[config.mk]
export PLATFORM = sky130hd
export DESIGN_NAME = pidacc_top
export DESIGN_NICKNAME = d
export VERILOG_FILES = /design/src/pidacc_top.v
export VERILOG_INCLUDE_DIRS = /design/src
export SDC_FILE = /design/constraint.sdc
export NUM_CORES = 2
export LEC_CHECK = 0
export BUFFER_PORTS_ARGS = -buffer_cell sky130_fd_sc_hd__buf_2
export CELL_PAD_IN_SITES_DETAIL_PLACEMENT = 0
export CELL_PAD_IN_SITES_GLOBAL_PLACEMENT = 1
export CORE_MARGIN = 8
export CORE_UTILIZATION = 53
export DETAILED_ROUTE_END_ITERATION = 16
export PLACE_DENSITY = 0.94
export SYNTH_ARGS = -nofsm -noshare
export SYNTH_HDL_FRONTEND = slang
export SYNTH_SLANG_ARGS = --single-unit
[constraint.sdc]
create_clock -name core_clk -period 13.4 [get_ports core_clk]
set_clock_uncertainty 0.2 [all_clocks]
set_input_delay 0.67 -clock core_clk [delete_from_list [all_inputs] [get_ports core_clk]]
set_output_delay 0.67 -clock core_clk [all_outputs]
set_load 0.02 [all_outputs]
[src/pidacc_defines.vh]
// register offsets, field positions, reset values and timing counts of the pid accelerator
`ifndef PIDACC_DEFINES_VH
`define PIDACC_DEFINES_VH
`define PIDACC_OFF_CONFIG 12'h000
`define PIDACC_OFF_SAMPLE_H 12'h004
`define PIDACC_OFF_SAMPLE_L 12'h008
`define PIDACC_OFF_TARGET_H 12'h00c
`define PIDACC_OFF_TARGET_L 12'h010
`define PIDACC_OFF_GNOW_H 12'h014
`define PIDACC_OFF_GNOW_L 12'h018
`define PIDACC_OFF_GPRI_H 12'h01c
`define PIDACC_OFF_GPRI_L 12'h020
`define PIDACC_OFF_GOLD_H 12'h024
`define PIDACC_OFF_GOLD_L 12'h028
`define PIDACC_OFF_RES_U 12'h02c
`define PIDACC_OFF_RES_HH 12'h030
`define PIDACC_OFF_RES_HL 12'h034
`define PIDACC_OFF_RES_LH 12'h038
`define PIDACC_OFF_RES_LL 12'h03c
`define PIDACC_OFF_IRQ_STAT 12'h040
`define PIDACC_OFF_IRQ_MASK 12'h044
`define PIDACC_BIT_EN 7
`define PIDACC_BIT_BUSY 6
`define PIDACC_MODE_UADD 3'h0
`define PIDACC_MODE_UACC 3'h1
`define PIDACC_MODE_SADD 3'h2
`define PIDACC_MODE_SACC 3'h3
`define PIDACC_MODE_PID 3'h5
`define PIDACC_IRQ_DONE 0
`define PIDACC_IRQ_OVF 1
`define PIDACC_CONFIG_RST 8'h00
`define PIDACC_CALC_CYCLES 4'h4
`endif

[src/pidacc_top.v]
// pid math accelerator with apb register slave
`include "pidacc_defines.vh"
`default_nettype none
// Overview of operation
// - config bit 7 enables the accelerator; resets to zero.
// - config bit 6 reads one exactly while a calculation runs.
// - config bits 5 to 3 read zero and ignore writes.
// - mode 101 runs the pid step with accumulation, two's complement.
// - mode 000 unsigned (sample+target)*gain_now replaces the result.
// - mode 001 unsigned (sample+target)*gain_now accumulates into the result.
// - mode 010 signed (sample+target)*gain_now replaces the result.
// - mode 011 signed (sample+target)*gain_now accumulates into the result.
// - sample word in high and low bytes, kept over reset.
// - target word in high and low bytes, cleared on reset.
// - gain_now in high and low bytes, cleared on reset.
// - gain_prior in high and low bytes, cleared on reset.
// - writing the sample low byte starts the calculation and sets busy.
// - overflow wraps and sets the error flag; success sets done.
// - pid error is target minus sample, three weighted errors summed.
module pidacc_top (
	input wire core_clk,
	input wire resetn,
	input wire psel,
	input wire penable,
	input wire pwrite,
	input wire [11:0] paddr,
	input wire [31:0] pwdata,
	output reg [31:0] prdata,
	output reg pready,
	output reg pslverr,
	output reg irq
);
	localparam ST_IDLE = 2'h0;
	localparam ST_CALC = 2'h1;
	localparam ST_DONE = 2'h2;

	// sequencer timing, counted from edge e that takes the sample low write:
	// - edge e: the state moves to calc, busy rises and the counter loads
	// - edges e+1 to e+3: the counter runs down while the operands stand still
	// - edge e+4: the counter reads one, the sum and the wrap flag are latched
	// - edge e+5: the result lands, busy falls and the status flag is set
	// - edge e+6: the interrupt line follows the status, one cycle late
	// a start is only taken in idle, so a second sample low write while busy
	// neither restarts nor stretches the running calculation
	// writes to the operand registers while busy are not blocked here; they
	// change the live operands and so corrupt the answer, which is why
	// software must wait for busy to fall before touching anything
	// writes to the result bytes while busy are dropped, so a late write
	// cannot tear the value that the sequencer is about to store
	// a sample low write with the enable bit clear stores the byte only

	reg [7:0] config_reg;
	reg busy_reg;
	reg [15:0] sample_reg;
	reg [15:0] target_reg;
	reg [15:0] gain_now_reg;
	reg [15:0] gain_prior_reg;
	reg [15:0] gain_older_reg;
	reg [35:0] result_reg;
	reg [16:0] err_prev_reg;
	reg [16:0] err_older_reg;
	reg [1:0] irq_stat_reg;
	reg [1:0] irq_mask_reg;
	reg [1:0] state_reg;
	reg [3:0] cnt_reg;
	reg [35:0] sum_reg;
	reg ovf_reg;

	// -----------------------------------------------------------------
	// bus decode
	// -----------------------------------------------------------------
	wire acc = psel & penable & pready;
	wire wr = acc & pwrite;
	wire [7:0] wb = pwdata[7:0];
	wire [2:0] mode = config_reg[2:0];
	wire start = wr & (paddr == `PIDACC_OFF_SAMPLE_L) & config_reg[`PIDACC_BIT_EN];
	wire mapped = (paddr[1:0] == 2'h0) & (paddr <= `PIDACC_OFF_IRQ_MASK);

	// -----------------------------------------------------------------
	// arithmetic
	// -----------------------------------------------------------------
	// width notes for the datapath:
	// - the 16-bit operands sum into 17 bits, so no carry of the add is lost
	// - a 17-bit sum times a 16-bit gain needs 33 bits; 34 are kept so the
	//   signed and unsigned products share one width
	// - the pid error is 17 bits signed, so target minus sample never wraps
	// - three 34-bit products sum into 36 bits, the width of the result
	// - the accumulate adder is 37 bits wide; its top bit is the carry out
	//   for unsigned modes and the sign guard for signed modes
	// - non-accumulating modes replace the result and can never wrap
	// - reserved mode codes select a zero term and leave the result at zero
	// the history registers hold raw 17-bit errors; they only move in pid
	// mode, so an arithmetic step between two pid steps keeps the history
	// the multipliers are plain combinational; the four calc cycles give
	// them time to settle before the sum is latched
	// operand sums and products, one signed and one unsigned path
	wire [16:0] usum = {1'b0, sample_reg} + {1'b0, target_reg};
	wire signed [16:0] ssum = $signed({sample_reg[15], sample_reg}) +
		$signed({target_reg[15], target_reg});
	wire [33:0] uprod = {1'b0, usum} * {18'h00000, gain_now_reg};
	wire signed [33:0] sprod = ssum * $signed(gain_now_reg);
	// error now is target minus sample
	wire signed [16:0] err_now = $signed({target_reg[15], target_reg}) -
		$signed({sample_reg[15], sample_reg});
	wire signed [33:0] p0 = err_now * $signed(gain_now_reg);
	wire signed [33:0] p1 = $signed(err_prev_reg) * $signed(gain_prior_reg);
	wire signed [33:0] p2 = $signed(err_older_reg) * $signed(gain_older_reg);
	wire signed [35:0] pid_sum = {{2{p0[33]}}, p0} + {{2{p1[33]}}, p1} +
		{{2{p2[33]}}, p2};

	reg [35:0] term;
	reg [36:0] total;
	reg acc_mode;
	reg signed_mode;
	reg ovf_next;
	// select the term and whether to accumulate
	always @* begin
		term = 36'h000000000;
		acc_mode = 1'b0;
		signed_mode = 1'b1;
		case (mode)
			`PIDACC_MODE_UADD: begin
				term = {2'h0, uprod};
				signed_mode = 1'b0;
			end
			`PIDACC_MODE_UACC: begin
				term = {2'h0, uprod};
				acc_mode = 1'b1;
				signed_mode = 1'b0;
			end
			`PIDACC_MODE_SADD: begin
				term = {{2{sprod[33]}}, sprod};
			end
			`PIDACC_MODE_SACC: begin
				term = {{2{sprod[33]}}, sprod};
				acc_mode = 1'b1;
			end
			`PIDACC_MODE_PID: begin
				term = pid_sum;
				acc_mode = 1'b1;
			end
			default: begin
				term = 36'h000000000;
			end
		endcase
		if (acc_mode) begin
			if (signed_mode) begin
				total = {result_reg[35], result_reg} + {term[35], term};
			end else begin
				total = {1'b0, result_reg} + {1'b0, term};
			end
		end else begin
			total = {term[35], term};
		end
		// wrap detect: carry out unsigned, sign mismatch signed
		if (!acc_mode) begin
			ovf_next = 1'b0;
		end else if (signed_mode) begin
			ovf_next = (total[36] != total[35]);
		end else begin
			ovf_next = total[36];
		end
	end

	// -----------------------------------------------------------------
	// calculation sequencer
	// -----------------------------------------------------------------
	// busy spans from start to completion, the result lands at the end
	always @(posedge core_clk or negedge resetn) begin
		if (!resetn) begin
			state_reg <= ST_IDLE;
			cnt_reg <= 4'h0;
			busy_reg <= 1'b0;
			sum_reg <= 36'h000000000;
			ovf_reg <= 1'b0;
			result_reg <= 36'h000000000;
			err_prev_reg <= 17'h00000;
			err_older_reg <= 17'h00000;
		end else begin
			case (state_reg)
				ST_IDLE: begin
					if (start) begin
						state_reg <= ST_CALC;
						busy_reg <= 1'b1;
						cnt_reg <= `PIDACC_CALC_CYCLES;
					end else if (wr) begin
						if (paddr == `PIDACC_OFF_RES_U) result_reg[35:32] <= wb[3:0];
						if (paddr == `PIDACC_OFF_RES_HH) result_reg[31:24] <= wb;
						if (paddr == `PIDACC_OFF_RES_HL) result_reg[23:16] <= wb;
						if (paddr == `PIDACC_OFF_RES_LH) result_reg[15:8] <= wb;
						if (paddr == `PIDACC_OFF_RES_LL) result_reg[7:0] <= wb;
					end
				end
				ST_CALC: begin
					cnt_reg <= cnt_reg - 4'h1;
					if (cnt_reg == 4'h1) begin
						sum_reg <= total[35:0];
						ovf_reg <= ovf_next;
						state_reg <= ST_DONE;
					end
				end
				ST_DONE: begin
					result_reg <= sum_reg;
					busy_reg <= 1'b0;
					state_reg <= ST_IDLE;
					if (mode == `PIDACC_MODE_PID) begin
						err_older_reg <= err_prev_reg;
						err_prev_reg <= err_now;
					end
				end
				default: begin
					state_reg <= ST_IDLE;
					busy_reg <= 1'b0;
				end
			endcase
		end
	end

	wire done_evt = (state_reg == ST_DONE);

	// -----------------------------------------------------------------
	// software registers
	// -----------------------------------------------------------------
	// config and coefficients, cleared on reset
	always @(posedge core_clk or negedge resetn) begin
		if (!resetn) begin
			config_reg <= `PIDACC_CONFIG_RST;
			target_reg <= 16'h0000;
			gain_now_reg <= 16'h0000;
			gain_prior_reg <= 16'h0000;
			gain_older_reg <= 16'h0000;
			irq_mask_reg <= 2'h0;
		end else if (wr) begin
			case (paddr)
				`PIDACC_OFF_CONFIG: config_reg <= {wb[7], 4'h0, wb[2:0]};
				`PIDACC_OFF_TARGET_H: target_reg[15:8] <= wb;
				`PIDACC_OFF_TARGET_L: target_reg[7:0] <= wb;
				`PIDACC_OFF_GNOW_H: gain_now_reg[15:8] <= wb;
				`PIDACC_OFF_GNOW_L: gain_now_reg[7:0] <= wb;
				`PIDACC_OFF_GPRI_H: gain_prior_reg[15:8] <= wb;
				`PIDACC_OFF_GPRI_L: gain_prior_reg[7:0] <= wb;
				`PIDACC_OFF_GOLD_H: gain_older_reg[15:8] <= wb;
				`PIDACC_OFF_GOLD_L: gain_older_reg[7:0] <= wb;
				`PIDACC_OFF_IRQ_MASK: irq_mask_reg <= wb[1:0];
				default: config_reg <= config_reg;
			endcase
		end
	end

	// sample word holds no reset so it survives warm resets
	always @(posedge core_clk) begin
		if (wr && paddr == `PIDACC_OFF_SAMPLE_H) sample_reg[15:8] <= wb;
		if (wr && paddr == `PIDACC_OFF_SAMPLE_L) sample_reg[7:0] <= wb;
	end

	// status bit 0 marks a clean completion, bit 1 a wrapped result
	// a wrapped result sets only the error bit, never the done bit
	// the mask has the same layout; irq is high while a masked-in bit is set
	// the irq flop adds one cycle of lag behind the status bits
	// sticky status, set wins over write-one-to-clear
	always @(posedge core_clk or negedge resetn) begin
		if (!resetn) begin
			irq_stat_reg <= 2'h0;
			irq <= 1'b0;
		end else begin
			irq_stat_reg[`PIDACC_IRQ_DONE] <= (done_evt & ~ovf_reg) |
				(irq_stat_reg[`PIDACC_IRQ_DONE] &
				~(wr & paddr == `PIDACC_OFF_IRQ_STAT & wb[0]));
			irq_stat_reg[`PIDACC_IRQ_OVF] <= (done_evt & ovf_reg) |
				(irq_stat_reg[`PIDACC_IRQ_OVF] &
				~(wr & paddr == `PIDACC_OFF_IRQ_STAT & wb[1]));
			irq <= |(irq_stat_reg & irq_mask_reg);
		end
	end

	// -----------------------------------------------------------------
	// apb answer
	// -----------------------------------------------------------------
	reg [7:0] rd;
	// read mux
	always @* begin
		case (paddr)
			`PIDACC_OFF_CONFIG: rd = {config_reg[7], busy_reg, 3'h0, config_reg[2:0]};
			`PIDACC_OFF_SAMPLE_H: rd = sample_reg[15:8];
			`PIDACC_OFF_SAMPLE_L: rd = sample_reg[7:0];
			`PIDACC_OFF_TARGET_H: rd = target_reg[15:8];
			`PIDACC_OFF_TARGET_L: rd = target_reg[7:0];
			`PIDACC_OFF_GNOW_H: rd = gain_now_reg[15:8];
			`PIDACC_OFF_GNOW_L: rd = gain_now_reg[7:0];
			`PIDACC_OFF_GPRI_H: rd = gain_prior_reg[15:8];
			`PIDACC_OFF_GPRI_L: rd = gain_prior_reg[7:0];
			`PIDACC_OFF_GOLD_H: rd = gain_older_reg[15:8];
			`PIDACC_OFF_GOLD_L: rd = gain_older_reg[7:0];
			`PIDACC_OFF_RES_U: rd = {4'h0, result_reg[35:32]};
			`PIDACC_OFF_RES_HH: rd = result_reg[31:24];
			`PIDACC_OFF_RES_HL: rd = result_reg[23:16];
			`PIDACC_OFF_RES_LH: rd = result_reg[15:8];
			`PIDACC_OFF_RES_LL: rd = result_reg[7:0];
			`PIDACC_OFF_IRQ_STAT: rd = {6'h00, irq_stat_reg};
			`PIDACC_OFF_IRQ_MASK: rd = {6'h00, irq_mask_reg};
			default: rd = 8'h00;
		endcase
	end

	// apb answer timing:
	// - setup cycle: psel high, penable low, nothing happens here
	// - first access cycle: pready is still low, the read mux is captured
	// - second access cycle: pready, prdata and pslverr stand for one cycle
	// - the write takes effect at the edge that samples pready high
	// unmapped or misaligned addresses answer with pslverr and read zero;
	// their writes fall through every decode and change nothing
	// read data carries the register in the low byte, upper bits zero
	// write answers return zero read data
	// pslverr is only ever high together with pready
	// one wait state: pready rises in the second access cycle
	always @(posedge core_clk or negedge resetn) begin
		if (!resetn) begin
			pready <= 1'b0;
			prdata <= 32'h00000000;
			pslverr <= 1'b0;
		end else begin
			pready <= psel & penable & ~pready;
			if (psel & penable & ~pready) begin
				prdata <= pwrite ? 32'h00000000 : {24'h000000, rd};
				pslverr <= ~mapped;
			end else begin
				pslverr <= 1'b0;
			end
		end
	end
endmodule
`default_nettype wire

==> impl_metrics.py <==
metrics = {
    "worst_setup_path": {
        "slowest_delay_ns": 0.58,
        "crit_top_cell": "fa_1",
        "path_max_fanout": 17,
        "r2r_cells": 46,
        "r2r_slack_ns": 0.56,
        "crit_slowest_cell": "fa_1",
        "r2r-start": "target_reg[0]$_DFFE_PN0P_",
        "crit_type": "reg2reg",
        "start_kind": "register",
        "crit_path_end_kind": "register",
        "crit_arrival_ns": 13.06,
        "worstPathRequired_ns": 13.61,
        "r2r-end": "sum_reg[23]$_DFFE_PN0P_",
    },
    "global_route": {
        "grt.overflow.total": 0,
        "grt_pass1_wl_microns": 271000,
        "first_global_vias": 48278,
        "track_usage_pct": 27.4,
        "grt_max_degree": 78,
        "antenna_found_initial": 1,
    },
    "sta": {
        "worstMarginPinSlew_ns": 1.29,
        "drv_slew": 0,
        "fmax_mhz": 77.9,
        "slew_headroom_pct": 13.9,
        "post-route-min-period_ns": 12.84,
        "finalSetupViolations": 0,
        "hold_violations": 0,
        "finalCritPeriodShare_pct": 95.8,
    },
    "synthesis": {
        "synth_top_family_by_area": "adder cells",
        "syn_area_sq_mm": 0.0605,
        "synthSimpleGateAreaFrac_pct": 13.0,
        "synthFlopType": "dfrtp_1",
        "synthDominantCellAreaShare_pct": 45.5,
        "ys_seq_area_share_pct": 8.94,
        "synthDistinctLibCells": 78,
        "synth-adder-area-share_pct": 54.3,
        "synth-xor-area-share_pct": 2.40,
        "synthCells": 6541,
        "synth_area_leader_cell": "fa_1",
        "ys_ff_latch": 213,
        "yosysWarnings": 0,
        "synth_compound_area_share_pct": 6.99,
        "synth.area.mux_share_pct": 2.07,
        "synth.avg_cell_area_sq_um": 9.25,
        "ys_top_cells_by_area": "fa_1, inv_1, ha_1, dfrtp_1, nand2_1",
        "ys_async_sr_fraction_pct": 92.5,
        "synth-edff-count": 16,
    },
    "min_path": {
        "hold_end": "pslverr$_DFF_PN0_",
        "hold_path_class": "in2reg",
        "holdPathStages": 3,
        "hold_start": "paddr[6]",
    },
    "power": {
        "vdd.ir_drop.worst_mv": 0.106,
        "power.density_mw_per_mm2": 23.7,
        "p_leak_nw": 31.2,
    },
    "floorplan": {
        "ios": 84,
        "coreArea_sq_mm": 0.114,
        "die_area_sq_mm": 0.125,
        "die_width_microns": 354,
        "fp.dieH_microns": 354,
        "rows": 124,
        "start_util_pct": 53.2,
    },
    "final_layout": {
        "area_delta_synth_final_pct": 4.75,
        "drive_gt1_share_pct": 5.04,
        "instances_no_fill": 7983,
        "fillers": 10075,
        "nets": 8302,
        "design_area_sq_mm": 0.0634,
    },
    "clock_network": {
        "cts_made_buffers": 26,
        "tritoncts": "yes",
        "cts_max_level": 1,
        "clkTransAtPathRegs_ns": 0.06,
        "clockBufferDepth": 3,
        "clk_latency_ns": 0.60,
        "numClockSinks": 213,
        "post_cts_buffers": 0,
        "cts_root_buf": "clkbuf_16",
    },
    "placement": {
        "io_buffers": 35,
        "dpl.cell_count": 7932,
        "gp_congestion": 0.984,
        "place_area_sq_mm": 0.0623,
        "hpwl_microns": 139000,
    },
    "route": {
        "vias_per_cell": 5.62,
        "finalWirelength_microns": 168000,
        "wl_per_cell_microns": 21.1,
        "dr.pass1.iters": 6,
        "drtAntennaViolNets": 0,
        "dr.first_iter.drc_count": 3589,
        "vias": 44883,
        "drc": 0,
    },
    "status": {
        "status": "complete, no violations",
    },
    "run": {
        "maxCapViolations": 0,
    },
}
[power breakdown]
part,switching [W],leakage (nW),internal [W]
logic,0.0000417,27.9,0.00000961
registers,0.000000541,2.89,0.000650
clock network,0.000340,0.457,0.000463
total,0.000382,31.2,0.00112
[layout make-up]
cell class | instances | area, sq um | area share, %
inverter | 1668 | 6260 | 9.87
clock buffer | 34 | 721 | 1.14
antenna | 2 | 5.00 | 0.00789
multi-input combinational | 4405 | 48000 | 75.6
clock inverter | 14 | 219 | 0.345
sequential | 213 | 5410 | 8.53
tap | 1512 | 1890 | 2.98
timing repair buffer | 135 | 937 | 1.48
[synthesized netlist by cell type (all sizes together), types with 39 or more instances]
cell type	count
a21o	57
a21oi	214
and2	393
buf	39
clkbuf	239
dfrtp	197
fa	1375
ha	429
inv	1668
mux2	105
nand2	788
nand2b	76
nor2	171
nor2b	55
o21ai	107
xnor2	107
xor2	59
[what timing repair did]
item,4_1_cts,5_1_grt
gates resized for setup,0,19
hold buffers,1,0
endpoints found under the hold margin,43,0
endpoints found under the setup margin,0,13
[how the worst max path moves through the flow]
stage | end | slack (ns) | cells after the start | startpoint
finish | sum_reg[23]$_DFFE_PN0P_ | 0.56 | 46 | target_reg[0]$_DFFE_PN0P_
detailed placement | ovf_reg$_DFFE_PN0P_ | 0.26 | 48 | target_reg[0]$_DFFE_PN0P_
CTS | ovf_reg$_DFFE_PN0P_ | 0.17 | 48 | target_reg[0]$_DFFE_PN0P_
global route | sum_reg[28]$_DFFE_PN0P_ | -0.07 | 49 | target_reg[0]$_DFFE_PN0P_
floorplan | ovf_reg$_DFFE_PN0P_ | 1.83 | 49 | sample_reg[1]$_DFFE_PP_
global placement | ovf_reg$_DFFE_PN0P_ | 0.42 | 48 | target_reg[0]$_DFFE_PN0P_
[logic make-up (layout without fill, tap and decap cells)]
logic type	Yosys count	after routing
buffers and inverters	1946	1851
adder cells (fa/ha/maj)	1804	1804
AND/OR/NAND/NOR	1650	1650
AO/OA/AOI/OAI	649	649
flip-flops	213	213
XOR/XNOR	166	166
multiplexers	112	112
other	1	26
[cell usage in the layout (no fill, tap or decap), drive strengths merged, types with 105 or more instances in the layout]
| cell type | synthesis | routed |
|---|---|---|
| a21oi | 214 | 214 |
| and2 | 393 | 393 |
| buf | 39 | 133 |
| dfrtp | 197 | 197 |
| fa | 1375 | 1375 |
| ha | 429 | 429 |
| inv | 1668 | 1672 |
| mux2 | 105 | 105 |
| nand2 | 788 | 788 |
| nor2 | 171 | 171 |
| o21ai | 107 | 107 |
| xnor2 | 107 | 107 |
[routing by layer]
metal | track usage [%] | share of wire, % | vias to the layer above
met5 | 0 | 0.0077 | -
li1 | - | - | 19277
met3 | 4.70 | 9.2 | 425
met2 | 43.8 | 46 | 2188
met4 | 11.3 | 5.2 | 2
met1 | 37.2 | 39 | 22991
[worst max-delay path: cells and delay by family (launching register included)]
kind                       cells  cell delay (ns)
DFF                            1             0.49
adders and majority gates     13             5.97
and+or+nand+nor                8             1.34
xor gates and xnor gates       2             0.51
AOI/OAI and AO/OA             16             3.50
buffers and inverters          7             0.64
[per-stage QoR]
| stage | utilization (%) | power (W) | setup TNS [ns] | hold WS [ns] | setup WS, ns |
|---|---|---|---|---|---|
| 4_1_cts | 55.6 | 0.00150 | 0 | 0.237 | 0.169 |
| 2_1_floorplan | - | 0.000688 | 0 | 0.174 | 1.83 |
| 3_5_place_dp | 54.7 | 0.000713 | 0 | 0.265 | 0.264 |
| 6_report | 55.7 | 0.00150 | 0 | 0.235 | 0.556 |
| 3_3_place_gp | 54.7 | 0.000712 | 0 | 0.262 | 0.417 |
| 5_1_grt | 55.7 | 0.00153 | -0.0833 | 0.250 | -0.0719 |
No activity file was read; power rests on OpenSTA's default activity.
